[src/hdl/exc_defs.svh]
// Constants for the status word, modes, vectors and link offsets
`ifndef EXC_DEFS_SVH
`define EXC_DEFS_SVH
`define CTL_W 8
`define BIT_IMASK 7
`define BIT_FMASK 6
`define BIT_STATE 5
`define MODE_MSB 4
`define MODE_USR 5'h10
`define MODE_FIQ 5'h11
`define MODE_IRQ 5'h12
`define MODE_SVC 5'h13
`define MODE_ABT 5'h17
`define MODE_UND 5'h1B
`define MODE_SYS 5'h1F
`define CTL_RESET 8'hD3
`define VEC_RESET 32'h0000_0000
`define VEC_UND 32'h0000_0004
`define VEC_SWT 32'h0000_0008
`define VEC_PREFETCH_ABORT 32'h0000_000C
`define VEC_DATA_ABORT 32'h0000_0010
`define VEC_IRQ 32'h0000_0018
`define VEC_FIQ 32'h0000_001C
`define OFS_2 32'h0000_0002
`define OFS_4 32'h0000_0004
`define OFS_8 32'h0000_0008
`endif

[src/hdl/exc_pkg.sv]
// Types for the exception entry and exit unit
package exc_pkg;
  typedef enum logic [1:0] {
    ST_RUN = 2'b00,
    ST_ENTER = 2'b01,
    ST_LOCKED = 2'b11
  } core_state_t;
  typedef enum logic [2:0] {
    EX_NONE = 3'd0,
    EX_DATA_ABORT = 3'd1,
    EX_FIQ = 3'd2,
    EX_IRQ = 3'd3,
    EX_PREFETCH_ABORT = 3'd4,
    EX_UND = 3'd5,
    EX_SWT = 3'd6
  } exc_kind_t;
  typedef struct packed {
    logic imask;
    logic fmask;
    logic state;
    logic [4:0] mode;
  } ctl_t;
  typedef struct packed {
    logic valid;
    logic [31:0] pc;
  } pc_evt_t;
endpackage

[src/hdl/exc_unit.sv]
// Status-word control bits, mode banking and exception entry/exit
//
// Functional notes
// [RULE_01] Low 8 status bits are control bits; set on entry, written only when privileged.
// [RULE_02] State bit set means compact 16-bit state; mirrored on the state output.
// [RULE_03] Normal mask blocks normal requests; fast mask blocks fast requests.
// [RULE_04] Mode codes: 10000 usr,10001 fiq,10010 irq,10011 svc,10111 abt,11011 und,11111 sys.
// [RULE_05] Only listed modes may be loaded; otherwise lock up until reset.
// [RULE_06] Fast mode banks r8-r14; irq/svc/abt/und bank r13,r14 and a saved word. The unit banks only the link (r14) and the saved word.
// [RULE_07] Software preserves reserved bits and does not rely on their value.
// [RULE_08] Software never writes the state bit of the current word directly.
// [RULE_09] Entry writes an offset return address into the target mode link register.
// [RULE_10] Entry copies the current status word into the target saved status word.
// [RULE_11] Entry forces the mode for the exception and fetches from its vector.
// [RULE_12] Entry may set interrupt masks to avoid unmanageable nesting.
// [RULE_13] Entry from compact state clears the state bit when loading the vector.
// [RULE_14] Return with restore copies the saved word into the current word.
// [RULE_15] Link: bl/trap/undef +4 or +2 compact; fiq/irq/prefetch_abort +4; data_abort +8.
// [RULE_16] Handlers return with link minus 4, minus 8, or unchanged as appropriate.
// [RULE_17] Supervisor link value after reset is undefined.
// [RULE_18] Requester raises a fast interrupt by holding the input low.
// [RULE_19] With sync select low both request inputs pass a synchroniser.
// [RULE_20] With fast mask clear, synchronised fast input is checked each instruction end.
// [RULE_21] User-mode writes to control bits are ignored.
// [RULE_22] Normal interrupt on low input, below fast, masked on fast entry.
// [RULE_23] Word-spaced vectors from zero; normal at 0x18, fast at 0x1C.
// [RULE_24] Priority: reset, data abort, fast, normal, prefetch abort, undef/trap.
// [RULE_25] After reset: mode 10011, both masks set, state clear, fetch from zero.
// [RULE_26] Fast entry sets both masks; other entries set only the normal mask.
`timescale 1ns/10ps
`include "exc_defs.svh"

module exc_unit (
  input wire logic ref_clk_i,
  input wire logic nrst_i,
  input wire logic fast_request_n_i,
  input wire logic normal_request_n_i,
  input wire logic sync_select_input_i,
  input wire logic insn_end_i,
  input wire logic [31:0] pc_i,
  input wire logic data_abort_i,
  input wire logic prefetch_abort_i,
  input wire logic undefined_opcode_trap_i,
  input wire logic software_trap_i,
  input wire logic branch_with_link_i,
  input wire logic ctl_wr_i,
  input wire logic [7:0] ctl_wdata_i,
  input wire logic ret_restore_i,
  input wire logic [31:0] ret_link_i,
  output exc_pkg::pc_evt_t fetch_o,
  output exc_pkg::ctl_t ctl_o,
  output logic state_output_pin_o,
  output logic [31:0] exception_link_reg_o,
  output logic [7:0] saved_status_word_o,
  output logic locked_o
);
  import exc_pkg::*;

  ////////////////////////////////////////////////////////////////////////////
  function automatic logic mode_legal(input logic [4:0] m);
    case (m)
      `MODE_USR, `MODE_FIQ, `MODE_IRQ, `MODE_SVC, `MODE_ABT, `MODE_UND, `MODE_SYS: mode_legal = 1'b1;
      default: mode_legal = 1'b0;
    endcase
  endfunction

  // Bank index: 0 none (usr/sys), 1 fiq, 2 irq, 3 svc, 4 abt, 5 und
  function automatic logic [2:0] bank_of(input logic [4:0] m);
    case (m)
      `MODE_FIQ: bank_of = 3'h1;
      `MODE_IRQ: bank_of = 3'h2;
      `MODE_SVC: bank_of = 3'h3;
      `MODE_ABT: bank_of = 3'h4;
      `MODE_UND: bank_of = 3'h5;
      default: bank_of = 3'h0;
    endcase
  endfunction

  // Return address: current address plus an offset, wrapping silently at the top of memory
  function automatic logic [31:0] link_after(input logic [31:0] pc, input logic [31:0] ofs);
    link_after = pc + ofs;
  endfunction

  ////////////////////////////////////////////////////////////////////////////
  // Request sampling
  logic fiq_s1_r;
  logic fiq_s2_r;
  logic irq_s1_r;
  logic irq_s2_r;
  logic fiq_low;
  logic irq_low;

  // Flops reset to the idle high level, so no false request follows reset
  always_ff @(posedge ref_clk_i) begin
    if (!nrst_i) begin
      fiq_s1_r <= 1'b1;
      fiq_s2_r <= 1'b1;
    end else begin
      fiq_s1_r <= fast_request_n_i;
      fiq_s2_r <= fiq_s1_r;
    end
  end

  always_ff @(posedge ref_clk_i) begin
    if (!nrst_i) begin
      irq_s1_r <= 1'b1;
      irq_s2_r <= 1'b1;
    end else begin
      irq_s1_r <= normal_request_n_i;
      irq_s2_r <= irq_s1_r;
    end
  end

  // Asynchronous requests take the two-stage path; synchronous ones are used directly
  assign fiq_low = sync_select_input_i ? !fast_request_n_i : !fiq_s2_r; // [RULE_19] [RULE_18]
  assign irq_low = sync_select_input_i ? !normal_request_n_i : !irq_s2_r; // [RULE_19] [RULE_22]

  ////////////////////////////////////////////////////////////////////////////
  // Exception selection
  ctl_t ctl_r;
  core_state_t st_r;
  exc_kind_t kind;

  always_comb begin
    kind = EX_NONE;
    if (data_abort_i) begin
      kind = EX_DATA_ABORT; // [RULE_24]
    end else if (insn_end_i && fiq_low && !ctl_r.fmask) begin
      kind = EX_FIQ; // [RULE_20] [RULE_03]
    end else if (insn_end_i && irq_low && !ctl_r.imask) begin
      kind = EX_IRQ; // [RULE_03] [RULE_22]
    end else if (prefetch_abort_i) begin
      kind = EX_PREFETCH_ABORT;
    end else if (undefined_opcode_trap_i) begin
      kind = EX_UND;
    end else if (software_trap_i) begin
      kind = EX_SWT;
    end
  end

  logic [4:0] tgt_mode;
  logic [31:0] tgt_vec;
  logic [31:0] tgt_link;
  logic [31:0] step;

  always_comb begin
    step = ctl_r.state ? `OFS_2 : `OFS_4; // [RULE_15] [RULE_09]
    tgt_mode = `MODE_SVC;
    tgt_vec = `VEC_SWT;
    tgt_link = link_after(pc_i, step);
    case (kind)
      EX_DATA_ABORT: begin
        tgt_mode = `MODE_ABT;
        tgt_vec = `VEC_DATA_ABORT;
        tgt_link = pc_i + `OFS_8; // [RULE_15]
      end
      EX_FIQ: begin
        tgt_mode = `MODE_FIQ;
        tgt_vec = `VEC_FIQ; // [RULE_23]
        tgt_link = pc_i + `OFS_4;
      end
      EX_IRQ: begin
        tgt_mode = `MODE_IRQ;
        tgt_vec = `VEC_IRQ; // [RULE_23]
        tgt_link = pc_i + `OFS_4;
      end
      EX_PREFETCH_ABORT: begin
        tgt_mode = `MODE_ABT;
        tgt_vec = `VEC_PREFETCH_ABORT;
        tgt_link = pc_i + `OFS_4;
      end
      EX_UND: begin
        tgt_mode = `MODE_UND; // [RULE_04]
        tgt_vec = `VEC_UND;
      end
      default: begin
        tgt_mode = `MODE_SVC;
        tgt_vec = `VEC_SWT;
      end
    endcase
  end

  ////////////////////////////////////////////////////////////////////////////
  // Banked link and saved status storage
  // Index 0 is the shared usr/sys link; usr/sys have no saved word
  logic [31:0] link_bank_r [0:5];
  logic [7:0] saved_bank_r [1:5];
  logic [2:0] cur_bank;
  logic [2:0] tgt_bank;
  logic entering;
  logic priv;

  assign cur_bank = bank_of(ctl_r.mode);
  assign tgt_bank = bank_of(tgt_mode);
  assign priv = ctl_r.mode != `MODE_USR;
  assign entering = (st_r == ST_RUN) && (kind != EX_NONE);

  always_ff @(posedge ref_clk_i) begin
    // Link bank has no reset: the supervisor link after reset is undefined by design
    if (nrst_i && entering) begin
      link_bank_r[tgt_bank] <= tgt_link; // [RULE_09] [RULE_06] [RULE_17]
    end else if (nrst_i && st_r == ST_RUN && branch_with_link_i) begin
      link_bank_r[cur_bank] <= link_after(pc_i, step); // [RULE_15]
    end
  end

  always_ff @(posedge ref_clk_i) begin
    if (!nrst_i) begin
      for (int i = 1; i <= 5; i++) begin
        saved_bank_r[i] <= 8'h00;
      end
      saved_bank_r[3] <= `CTL_RESET;
    end else if (entering) begin
      saved_bank_r[tgt_bank] <= ctl_r; // [RULE_10] [RULE_06]
    end
  end

  ////////////////////////////////////////////////////////////////////////////
  // Current status control bits and core state
  logic ret_ok;
  ctl_t ctl_nxt;
  core_state_t st_nxt;

  // Restore is refused in usr/sys: they have no saved word to copy back
  assign ret_ok = ret_restore_i && (cur_bank != 3'h0);

  // Entry wins over restore, restore over a software write: one change per cycle
  always_comb begin
    ctl_nxt = ctl_r;
    st_nxt = st_r;
    case (st_r)
      ST_RUN: begin
        if (entering) begin
          ctl_nxt.mode = tgt_mode; // [RULE_11] [RULE_01]
          ctl_nxt.state = 1'b0; // [RULE_13]
          ctl_nxt.imask = 1'b1; // [RULE_12] [RULE_26]
          if (kind == EX_FIQ) begin
            ctl_nxt.fmask = 1'b1; // [RULE_26] [RULE_22]
          end
          st_nxt = ST_ENTER;
        end else if (ret_ok) begin
          ctl_nxt = saved_bank_r[cur_bank]; // [RULE_14]
          if (!mode_legal(saved_bank_r[cur_bank][`MODE_MSB:0])) begin
            st_nxt = ST_LOCKED; // [RULE_05]
          end
        end else if (ctl_wr_i && priv) begin
          // State bit left alone: software may not change it directly
          ctl_nxt.imask = ctl_wdata_i[`BIT_IMASK]; // [RULE_01] [RULE_21] [RULE_08]
          ctl_nxt.fmask = ctl_wdata_i[`BIT_FMASK];
          ctl_nxt.mode = ctl_wdata_i[`MODE_MSB:0];
          if (!mode_legal(ctl_wdata_i[`MODE_MSB:0])) begin
            st_nxt = ST_LOCKED; // [RULE_05] [RULE_04]
          end
        end
      end
      ST_ENTER: st_nxt = ST_RUN;
      // Only reset leaves the locked state; the illegal mode stays visible
      ST_LOCKED: st_nxt = ST_LOCKED;
      default: st_nxt = ST_LOCKED;
    endcase
  end

  always_ff @(posedge ref_clk_i) begin
    if (!nrst_i) begin
      ctl_r <= `CTL_RESET; // [RULE_25]
    end else begin
      ctl_r <= ctl_nxt;
    end
  end

  always_ff @(posedge ref_clk_i) begin
    if (!nrst_i) begin
      st_r <= ST_RUN;
    end else begin
      st_r <= st_nxt;
    end
  end

  ////////////////////////////////////////////////////////////////////////////
  // Registered outputs
  // Status outputs lag the internal state by one cycle, so callers see settled values; fetch_o is loaded on the same edge as the state change
  always_ff @(posedge ref_clk_i) begin
    if (!nrst_i) begin
      fetch_o <= '{valid: 1'b1, pc: `VEC_RESET}; // [RULE_25]
    end else if (entering) begin
      fetch_o <= '{valid: 1'b1, pc: tgt_vec}; // [RULE_11]
    end else if (st_r == ST_RUN && ret_ok) begin
      fetch_o <= '{valid: 1'b1, pc: ret_link_i}; // [RULE_16]
    end else begin
      fetch_o <= '{valid: 1'b0, pc: fetch_o.pc};
    end
  end

  always_ff @(posedge ref_clk_i) begin
    if (!nrst_i) begin
      ctl_o <= `CTL_RESET;
      state_output_pin_o <= 1'b0;
    end else begin
      ctl_o <= ctl_r;
      state_output_pin_o <= ctl_r.state; // [RULE_02]
    end
  end

  always_ff @(posedge ref_clk_i) begin
    if (!nrst_i) begin
      locked_o <= 1'b0;
    end else begin
      locked_o <= st_r == ST_LOCKED;
    end
  end

  // Shows the reset value only until the first edge after reset; the bank itself is not reset
  always_ff @(posedge ref_clk_i) begin
    if (!nrst_i) begin
      exception_link_reg_o <= 32'h0000_0000;
    end else begin
      exception_link_reg_o <= link_bank_r[cur_bank];
    end
  end

  // usr/sys read back zero: they have no saved word of their own
  always_ff @(posedge ref_clk_i) begin
    if (!nrst_i) begin
      saved_status_word_o <= 8'h00;
    end else begin
      saved_status_word_o <= (cur_bank == 3'h0) ? 8'h00 : saved_bank_r[cur_bank];
    end
  end
endmodule // exc_unit

[config.mk]
export PLATFORM = sky130hd
export DESIGN_NAME = exc_unit
export DESIGN_NICKNAME = d
export VERILOG_FILES = /design/src/hdl/exc_pkg.sv /design/src/hdl/exc_unit.sv
export VERILOG_INCLUDE_DIRS = /design/src /design/src/hdl
export SDC_FILE = /design/constraint.sdc
export NUM_CORES = 1
export LEC_CHECK = 0
export ABC_AREA = 1
export BUFFER_PORTS_ARGS = -buffer_cell sky130_fd_sc_hd__buf_2
export CAP_MARGIN = 25
export CORE_AREA = 2 2 164 166
export DETAILED_ROUTE_END_ITERATION = 7
export DIE_AREA = 0 0 166 168
export GPL_ROUTABILITY_DRIVEN = 0
export PLACE_DENSITY = 0.8
export SYNTH_ARGS = -nofsm -noshare
export SYNTH_HDL_FRONTEND = slang
export SYNTH_SLANG_ARGS = --single-unit
[constraint.sdc]
create_clock -name ref_clk_i -period 6.9 [get_ports ref_clk_i]
set_clock_uncertainty 0.2 [all_clocks]
set_input_delay 1.38 -clock ref_clk_i [delete_from_list [all_inputs] [get_ports ref_clk_i]]
set_output_delay 1.38 -clock ref_clk_i [all_outputs]
set_load 0.02 [all_outputs]
# == Word level (Yosys, flattened, before mapping) ==
# Memories as Yosys holds them, arrays and structs flattened. A register that Yosys moved wholly into a read port is not among the register bits.
# Cells that the tools add are included.
# Widths: inputs -> output; s select.
# classes
n_lt_le_gt_ge,0
n_div,0
n_mux,54
n_reduce_logical,37
shift,0
bitwise_logic,2
multipliers,0
add_sub_neg,3
n_eq_ne,36
# op_table
operator,count
$eq 5x5->1 const B,24
$mux 32,2
$pmux 32 s2,1
$mux 33,1
$add 32x3->32,1
$add 32x3->32 const B,1
$add 32x4->32 const B,1
$reduce_or 32->1,1
$pmux 3 s5,2
$mux 3,9
$pmux 5 s5,1
$mux 1,24
$mux 8,3
$pmux 4 s4,1
$mux 2,7
$reduce_or 7->1,2
$ne 4x4->1 const B,3
$logic_and 1x1->1,11
$mux 5,2
$reduce_bool 3->1,3
$reduce_or 8->1,1
$logic_not 1->1,7
$eq 3x2->1 const B,2
$eq 3x3->1 const B,2
15 further kinds,20
# word_totals
output_inout_bits,83
regBits,64
latch_bits,0
rom_bits,0
mem_count,2
mem_bits_rw,232
elab_cells,151
# memory_table
name,words,width,read_ports,rd_ports_with_merged_regs,wr,line_no,source
link_bank_r,6,32,1,1,1,exc_unit.sv:186,logic [31:0] link_bank_r [0:5];
saved_bank_r,5,8,1,0,5,exc_unit.sv:187,logic [7:0] saved_bank_r [1:5];

# == Logic depth before layout (Yosys ltp) ==
# Gate-level depths: netlist of run 1.
# logic_depth
depth_word,16
mapped_depth,18
mapped_depth_nobuf,18

# == Least setup slack after synthesis of run 1 ==
# No wires, ideal clock.
# synth_path
path_type,in2reg
startpoint,in data_abort_i
endpoint,mem link_bank_r[4][0] (enable)
arrival_ns,4.453
cell_stages,16
path_buffers,1
slack_ns,1.826
cell_sequence,buf_2 a21oi_1 nand3_1 nor2_1 inv_1 nor2_1 inv_1 ha_1 inv_1 nor2_1 nand2_1 nand2_1 o21ai_2 inv_1 or2_0 nor2_1
# synth_between
elab_chain_cells,8
# synth_lines
item,line_no,source
from (decl),exc_unit.sv:41,"input wire logic data_abort_i,"
$mux 3 *,exc_unit.sv:126,if (data_abort_i) begin
branches (longest 7 deep; another with $eq 5x5->1),n/a,
to (decl),exc_unit.sv:186,
# Every way passes the cells marked *.

# == Final worst setup path of run 1 ==
# layout_path
startpoint,in data_abort_i
endpoint,mem link_bank_r[1][5] (data pin)
# layout_between
elab_chain_cells,8
# layout_lines
item,line_no,source
$mux 3 *,exc_unit.sv:126,
$reduce_bool 3->1,exc_unit.sv:196,assign entering = (st_r == ST_RUN) && (kind != EX_NONE);
$logic_and 1x1->1,exc_unit.sv:196,
$logic_and 1x1->1,exc_unit.sv:200,if (nrst_i && entering) begin
$mux 1,exc_unit.sv:200,
$mux 1 (not written as such),exc_unit.sv:203,"link_bank_r[cur_bank] <= link_after(pc_i, step);"
$reduce_or 32->1 (no source line),n/a,
$mux 32 (no source line) *,n/a,
# Every way passes the cells marked *; elsewhere a longest branch is shown, timed or not.

==> results of run 1 <==
[cell type report]
cell class,count,area share (%)
well taps,341,2.42
clock buffers,45,5.42
multi-input cells,1041,29.5
flip-flops and latches,344,53.2
repair buffers,183,5.48
clock inverters,16,0.711
inverters,154,3.28
[worst max-delay path, cell delays in order]
cell      delay (ps)
buf_2            240
inv_1            200
nand4_1          170
nand2_1          180
nand2_1           90
nand2_1          520
clkinv_1         760
o311ai_0        1000
[sequential cells by signal, indices dropped and copies added (netlist names)]
name                  cells
link_bank_r             192
saved_bank_r             56
fetch_o                  33
exception_link_reg_o     32
ctl_r                     8
saved_status_word_o       8
ctl_o                     7
st_r                      2
fiq_s1_r                  1
fiq_s2_r                  1
irq_s1_r                  1
irq_s2_r                  1
locked_o                  1
state_output_pin_o        1
[per-stage QoR]
step,hold WS (ps),cell area (sq um),total power (W),util (%)
5_1_grt,245,17600,0.00780,66.8
3_5_place_dp,206,16500,0.00560,62.7
4_1_cts,226,17600,0.00736,66.8
3_3_place_gp,195,16500,0.00551,62.6
2_1_floorplan,193,15500,0.00485,-
6_report,221,17600,0.00737,66.8
[where the power goes]
part	internal (W)	switching [W]
Sequential	0.00254	0.0000918
Combinational	0.000808	0.00217
Clock	0.00102	0.000746
[metal layers]
metal  vias up  wire length [um]  track usage (%)
met3       124              3410             4.87
met5         -                 0                0
met4         0              1230             10.7
li1       5776                 -                -
met2       643             18600             45.5
met1      5728             14500             34.1
[worst paths after layout]
| path | end | slack [ps] | cells after the start |
|---|---|---|---|
| setup / recovery | link_bank_r[1][5]$_DFFE_PP_ | 2330 | 8 |
| hold / removal | irq_s2_r$_SDFF_PN1_ | 220 | 1 |
| setup reg to reg | link_bank_r[4][21]$_DFFE_PP_ | 2740 | 11 |
| hold reg to reg | irq_s2_r$_SDFF_PN1_ | 220 | 1 |
[layout by cell type, fill, tap and decap left out, types with 5 or more instances in the layout]
master / count
nor2_1: 284
nand2_1: 248
edfxtp_1: 248
buf_2: 166
o21ai_0: 152
inv_1: 148
nand3_1: 124
dfxtp_1: 96
xor2_1: 41
clkbuf_16: 35
a21oi_1: 33
o32ai_1: 19
o22ai_1: 17
o221ai_1: 16
buf_4: 15
nor3_1: 14
o211ai_1: 11
ha_1: 10
nor2_4: 9
xnor2_1: 8
clkinv_2: 8
nor4_1: 7
nand4_1: 6
a31oi_1: 6
clkbuf_1: 6
clkinv_1: 5
or2_2: 5
inv_2: 5
[cells by family after synthesis]
kind of cell,after synthesis
XOR/XNOR,49
AND/OR/NAND/NOR,712
buffers and inverters,231
flip-flops,344
other,1
adder cells (fa/ha/maj),11
AO/OA/AOI/OAI,268
==> results.yml, run 1 <==
outcome:
  outcome: "finished, final reports clean"
timing:
  fin_ws_ps: 2330
  finalSetupViolations: 0
  final.min_clock_period_ps: 4570
  worst_pin_slew_ps: 1090
  relSlewSlack_pct: 27.3
  final-hold-violation-count: 0
  finalMaxSlewViolations: 0
  final.setup.tns_ps: 0
  post-route-period-util_pct: 66.2
  rsz0062_at_grt: "false"
  fmax_ghz: 0.219
synth:
  synth_seq_cells: 344
  syn_area_per_cell_sq_um: 9.57
  syn_nets: 1712
  synth-simple-area-share_pct: 19.3
  synthXorXnorAreaFrac_pct: 2.77
  synth_top_family_by_area: "simple AND/OR/NAND/NOR gates"
  synth_top_area_share_pct: 48.1
  synthAdderAreaFrac_pct: 0.938
  synth_compound_area_share_pct: 10.2
  synth_cell_type_count: 48
  ys_async_sr_fraction_pct: 0
  synth-seq-area-share_pct: 60.6
  synth-edff-count: 248
  ys.flop_type: "edfxtp_1"
  synth_commonest_cells: "nor2_1 (290), edfxtp_1 (248), nand2_1 (248)"
  synthMuxAreaShare_pct: 0
  ys_warn_count: 0
  synth_most_common_cell: "nor2_1"
  syn-cell-area_sq_mm: 0.0155
  synthTopCellsByArea: "edfxtp_1 (48%), dfxtp_1 (12%), nor2_1 (7.0%)"
  synthCells: 1616
  yosysTopAreaCell: "edfxtp_1"
worst_setup_path:
  arrival_ps: 4540
  reg2reg_from: "ctl_r[2]$_SDFFE_PN0P_"
  critical_path_required_ps: 6870
  critPathKind: "in2reg"
  end_kind: "flip-flop"
  worst_setup_path_start_kind: "primary input"
  cp_max_fo: 18
  crit_start: "data_abort_i"
die:
  core-area_sq_mm: 0.0264
  io_pins: 168
  die_w_um: 166
  die_h_um: 168
  start_util_pct: 58.7
  die_area_sq_mm: 0.0279
  rows: 60
finish:
  area_growth_pct: 13.8
  diodes: 0
  seq_area_sq_mm: 0.00937
  nNetsFinal: 1854
  fillCellCount: 1989
  drive_gt1_share_pct: 14.8
  multiInputGateArea_sq_mm: 0.00519
  final_cells: 2124
global_routing:
  grt_max_degree: 98
  grt_pass1_wl_um: 59200
  grt_usage_pct: 26.7
  grt_pass1_vias: 11600
  antenna_found_initial: 0
  overflow: 0
pwr:
  peakVddDrop_mv: 0.362
  leakagePower_nw: 6.94
  powerDensity_mw_per_mm2: 419
routing:
  ant_nets: 0
  first_pass_iters: 5
  drt_iter0_markers: 1376
  vias_per_cell: 5.78
  wl_per_cell_um: 17.8
  drc: 0
  vias: 12300
  routed_wl_um: 37700
clocking:
  clock_latency_ps: 520
  post_cts_resized: 0
  cts_buffers: 34
  cts.sinks: 344
  clkSlewWorstSetupHoldPaths_ps: 60
  postCtsHoldBufs: 0
  cts_tree: "built"
  htreeDepth: 2
  cts_root_buf: "clkbuf_16"
  cts.path.max_buffers: 3
  postCtsSetupRepairBufs: 0
worst_hold_path:
  hp-start: "irq_s1_r$_SDFF_PN1_"
  hp-class: "reg2reg"
placed_design:
  dp_cells: 2063
  io_buffers: 166
  place_ws_ps: 1900
  hpwlAfterDp_um: 24700
flow_run:
  max_cap_violations: 0
(Power assumes the default switching activity.)
==> inputs of run 2 (changes only) <==
Settings changed: CORE_AREA 2 2 164 166 to 2 2 174 176, DIE_AREA 0 0 166 168 to 0 0 176 178, PLACE_DENSITY 0.8 to 0.76.
Clock period 6.9 ns to 3.92 ns, I/O delays scaled along.
==> results.yml, run 2 (synthesis gave the netlist of run 1 again) <==
clocking:
  cts_root_buf: "clkbuf_16"
  htreeDepth: 2
  cts_buffers: 35
  clkSlewWorstSetupHoldPaths_ps: 60
  post_cts_resized: 0
  postCtsHoldBufs: 0
  cts.sinks: 344
  cts.path.max_buffers: 3
  cts_tree: "built"
  postCtsSetupRepairBufs: 0
  clock_latency_ps: 510
finish:
  drive_gt1_share_pct: 15.6
  largest_reg_flops: 192
  multiInputGateArea_sq_mm: 0.00519
  fillCellCount: 2343
  diodes: 0
  final_cell_mix: "nor2_1 (284), nand2_1 (248), edfxtp_1 (248), buf_2 (167), o21ai_0 (152)"
  stdcell_area_sq_mm: 0.0179
  largest_register: "link_bank_r"
  area_growth_pct: 15.6
  final_common_cell: "nor2_1"
  seq_area_sq_mm: 0.00937
  reg_top3: "link_bank_r: 192 flops, saved_bank_r: 56 flops, fetch_o: 33 flops"
  nNetsFinal: 1879
global_routing:
  met2_usage_pct: 42.3
  met3_usage_pct: 3.26
  grt_use_met1_pct: 32.2
  antenna_found_initial: 0
  grt_pass1_wl_um: 60500
  grt_pass1_vias: 11800
  grt_usage_pct: 24.5
  overflow: 0
  grt_busiest_layer: "met2"
  grt_max_degree: 79
outcome:
  outcome: "finished, final reports clean"
timing:
  post-route-period-util_pct: 84.6
  finalMaxSlewViolations: 0
  final.setup.tns_ps: 0
  relSlewSlack_pct: 43.9
  final.min_clock_period_ps: 3320
  final-hold-violation-count: 0
  fmax_ghz: 0.301
  rsz0062_at_grt: "false"
  worst_pin_slew_ps: 838
  finalSetupViolations: 0
placed_design:
  dpl-instance-area_sq_mm: 0.0169
  io_buffers: 166
  hpwlAfterDp_um: 26000
pwr:
  total_power_w: 0.0131
  p_int_w: 0.00776
  clkPwrFrac_pct: 23.2
  p_comb_share_pct: 41.5
  peakVddDrop_mv: 0.561
  seqPwrFrac_pct: 35.3
  p_sw_w: 0.00536
  leakagePower_nw: 7.06
  switching_share_pct: 40.8
  powerDensity_mw_per_mm2: 734
worst_hold_path:
  hp-class: "reg2reg"
die:
  die_h_um: 178
  core-area_sq_mm: 0.0294
  rows: 63
  start_util_pct: 52.6
  die_area_sq_mm: 0.0313
  io_pins: 168
  die_w_um: 176
routing:
  routed_wl_um: 38900
  drt_iter0_markers: 1312
  vias_per_cell: 5.65
  first_pass_iters: 6
  vias: 12400
  ant_nets: 0
  drc: 0
  wl_per_cell_um: 17.7
worst_setup_path:
  crit_chain: "nor2_1 > nand4_1 > nand2_1 > nand2_1 > nand2_1 > inv_1 > ha_1 > inv_1 > nor2_1 > nand2_1 > nand2_1 > nand2_1 > o21ai_2 > inv_1 > or2_0 > nor2_4 > buf_12"
  worst_setup_path_start_kind: "flip-flop"
  end_kind: "flip-flop"
  critPathMaxStageDelay_ps: 490
  crit_top_cell: "nand2_1"
  cp_max_fo: 32
  rrSetupSlack_ps: 600
  arrival_ps: 3310
  critical_path_required_ps: 3910
  critPathKind: "reg2reg"
  critPathSlowestCell: "dfxtp_1"
flow_run:
  max_cap_violations: 0
## run 2: cell count changes in the layout (fill, tap and decap cells not counted), moves of 2 or more
cell	before	now
clkbuf_8	4	2
clkinv_2	8	2
clkbuf_2	0	3
buf_12	0	7
buf_4	15	32
clkinv_8	2	0
clkbuf_1	6	10
## run 2: area by class of cell
cell class,count,area share [%]
clock buffer,51,5.48
clock inverter,10,0.294
inverter,154,3.23
multi-input combinational,1041,29.0
sequential,344,52.4
tap,390,2.73
timing repair buffer,207,6.86
## run 2: power by group through the flow
stage	clock network, W	registers, W	logic (W)
5_1_grt	0.00321	0.00467	0.00600
3_3_place_gp	0	0.00470	0.00522
6_report	0.00304	0.00463	0.00545
4_1_cts	0.00307	0.00463	0.00539
3_5_place_dp	0	0.00471	0.00536
2_1_floorplan	0	0.00491	0.00363
## run 2: critical path, delay by kind of cell (launching register included)
family	cells	cell delay (ps)
buffers and inverters	4	480
and+or+nand+nor	11	1480
DFF	1	490
adders and majority gates	1	210
AOI/OAI and AO/OA	1	80
## run 2: final timing paths
check	startpoint	end	cells after the start
worst min-delay path	fiq_s1_r$_SDFF_PN1_	fiq_s2_r$_SDFF_PN1_	1
worst max-delay path	ctl_r[6]$_SDFFE_PN1P_	link_bank_r[4][16]$_DFFE_PP_	17
worst min register to register	fiq_s1_r$_SDFF_PN1_	fiq_s2_r$_SDFF_PN1_	1
worst max register to register	ctl_r[6]$_SDFFE_PN1P_	link_bank_r[4][16]$_DFFE_PP_	17
## run 2: stage by stage
| stage | setup WS [ps] | utilization, % | std cells | hold slack [ps] |
|---|---|---|---|---|
| floorplan | -487 | - | 1616 | 193 |
| global placement | 196 | 57.3 | 2134 | 197 |
| detailed placement | 124 | 57.3 | 2136 | 198 |
| CTS | 624 | 60.8 | 2197 | 213 |
| global route | 235 | 60.8 | 2197 | 237 |
| finish | 602 | 60.8 | 2197 | 211 |
## run 2: per-layer routing
layer	share of wire [%]	vias up
met5	0	-
met4	2.7	0
met2	49	604
met3	8.3	93
met1	40	5886
li1	-	5826
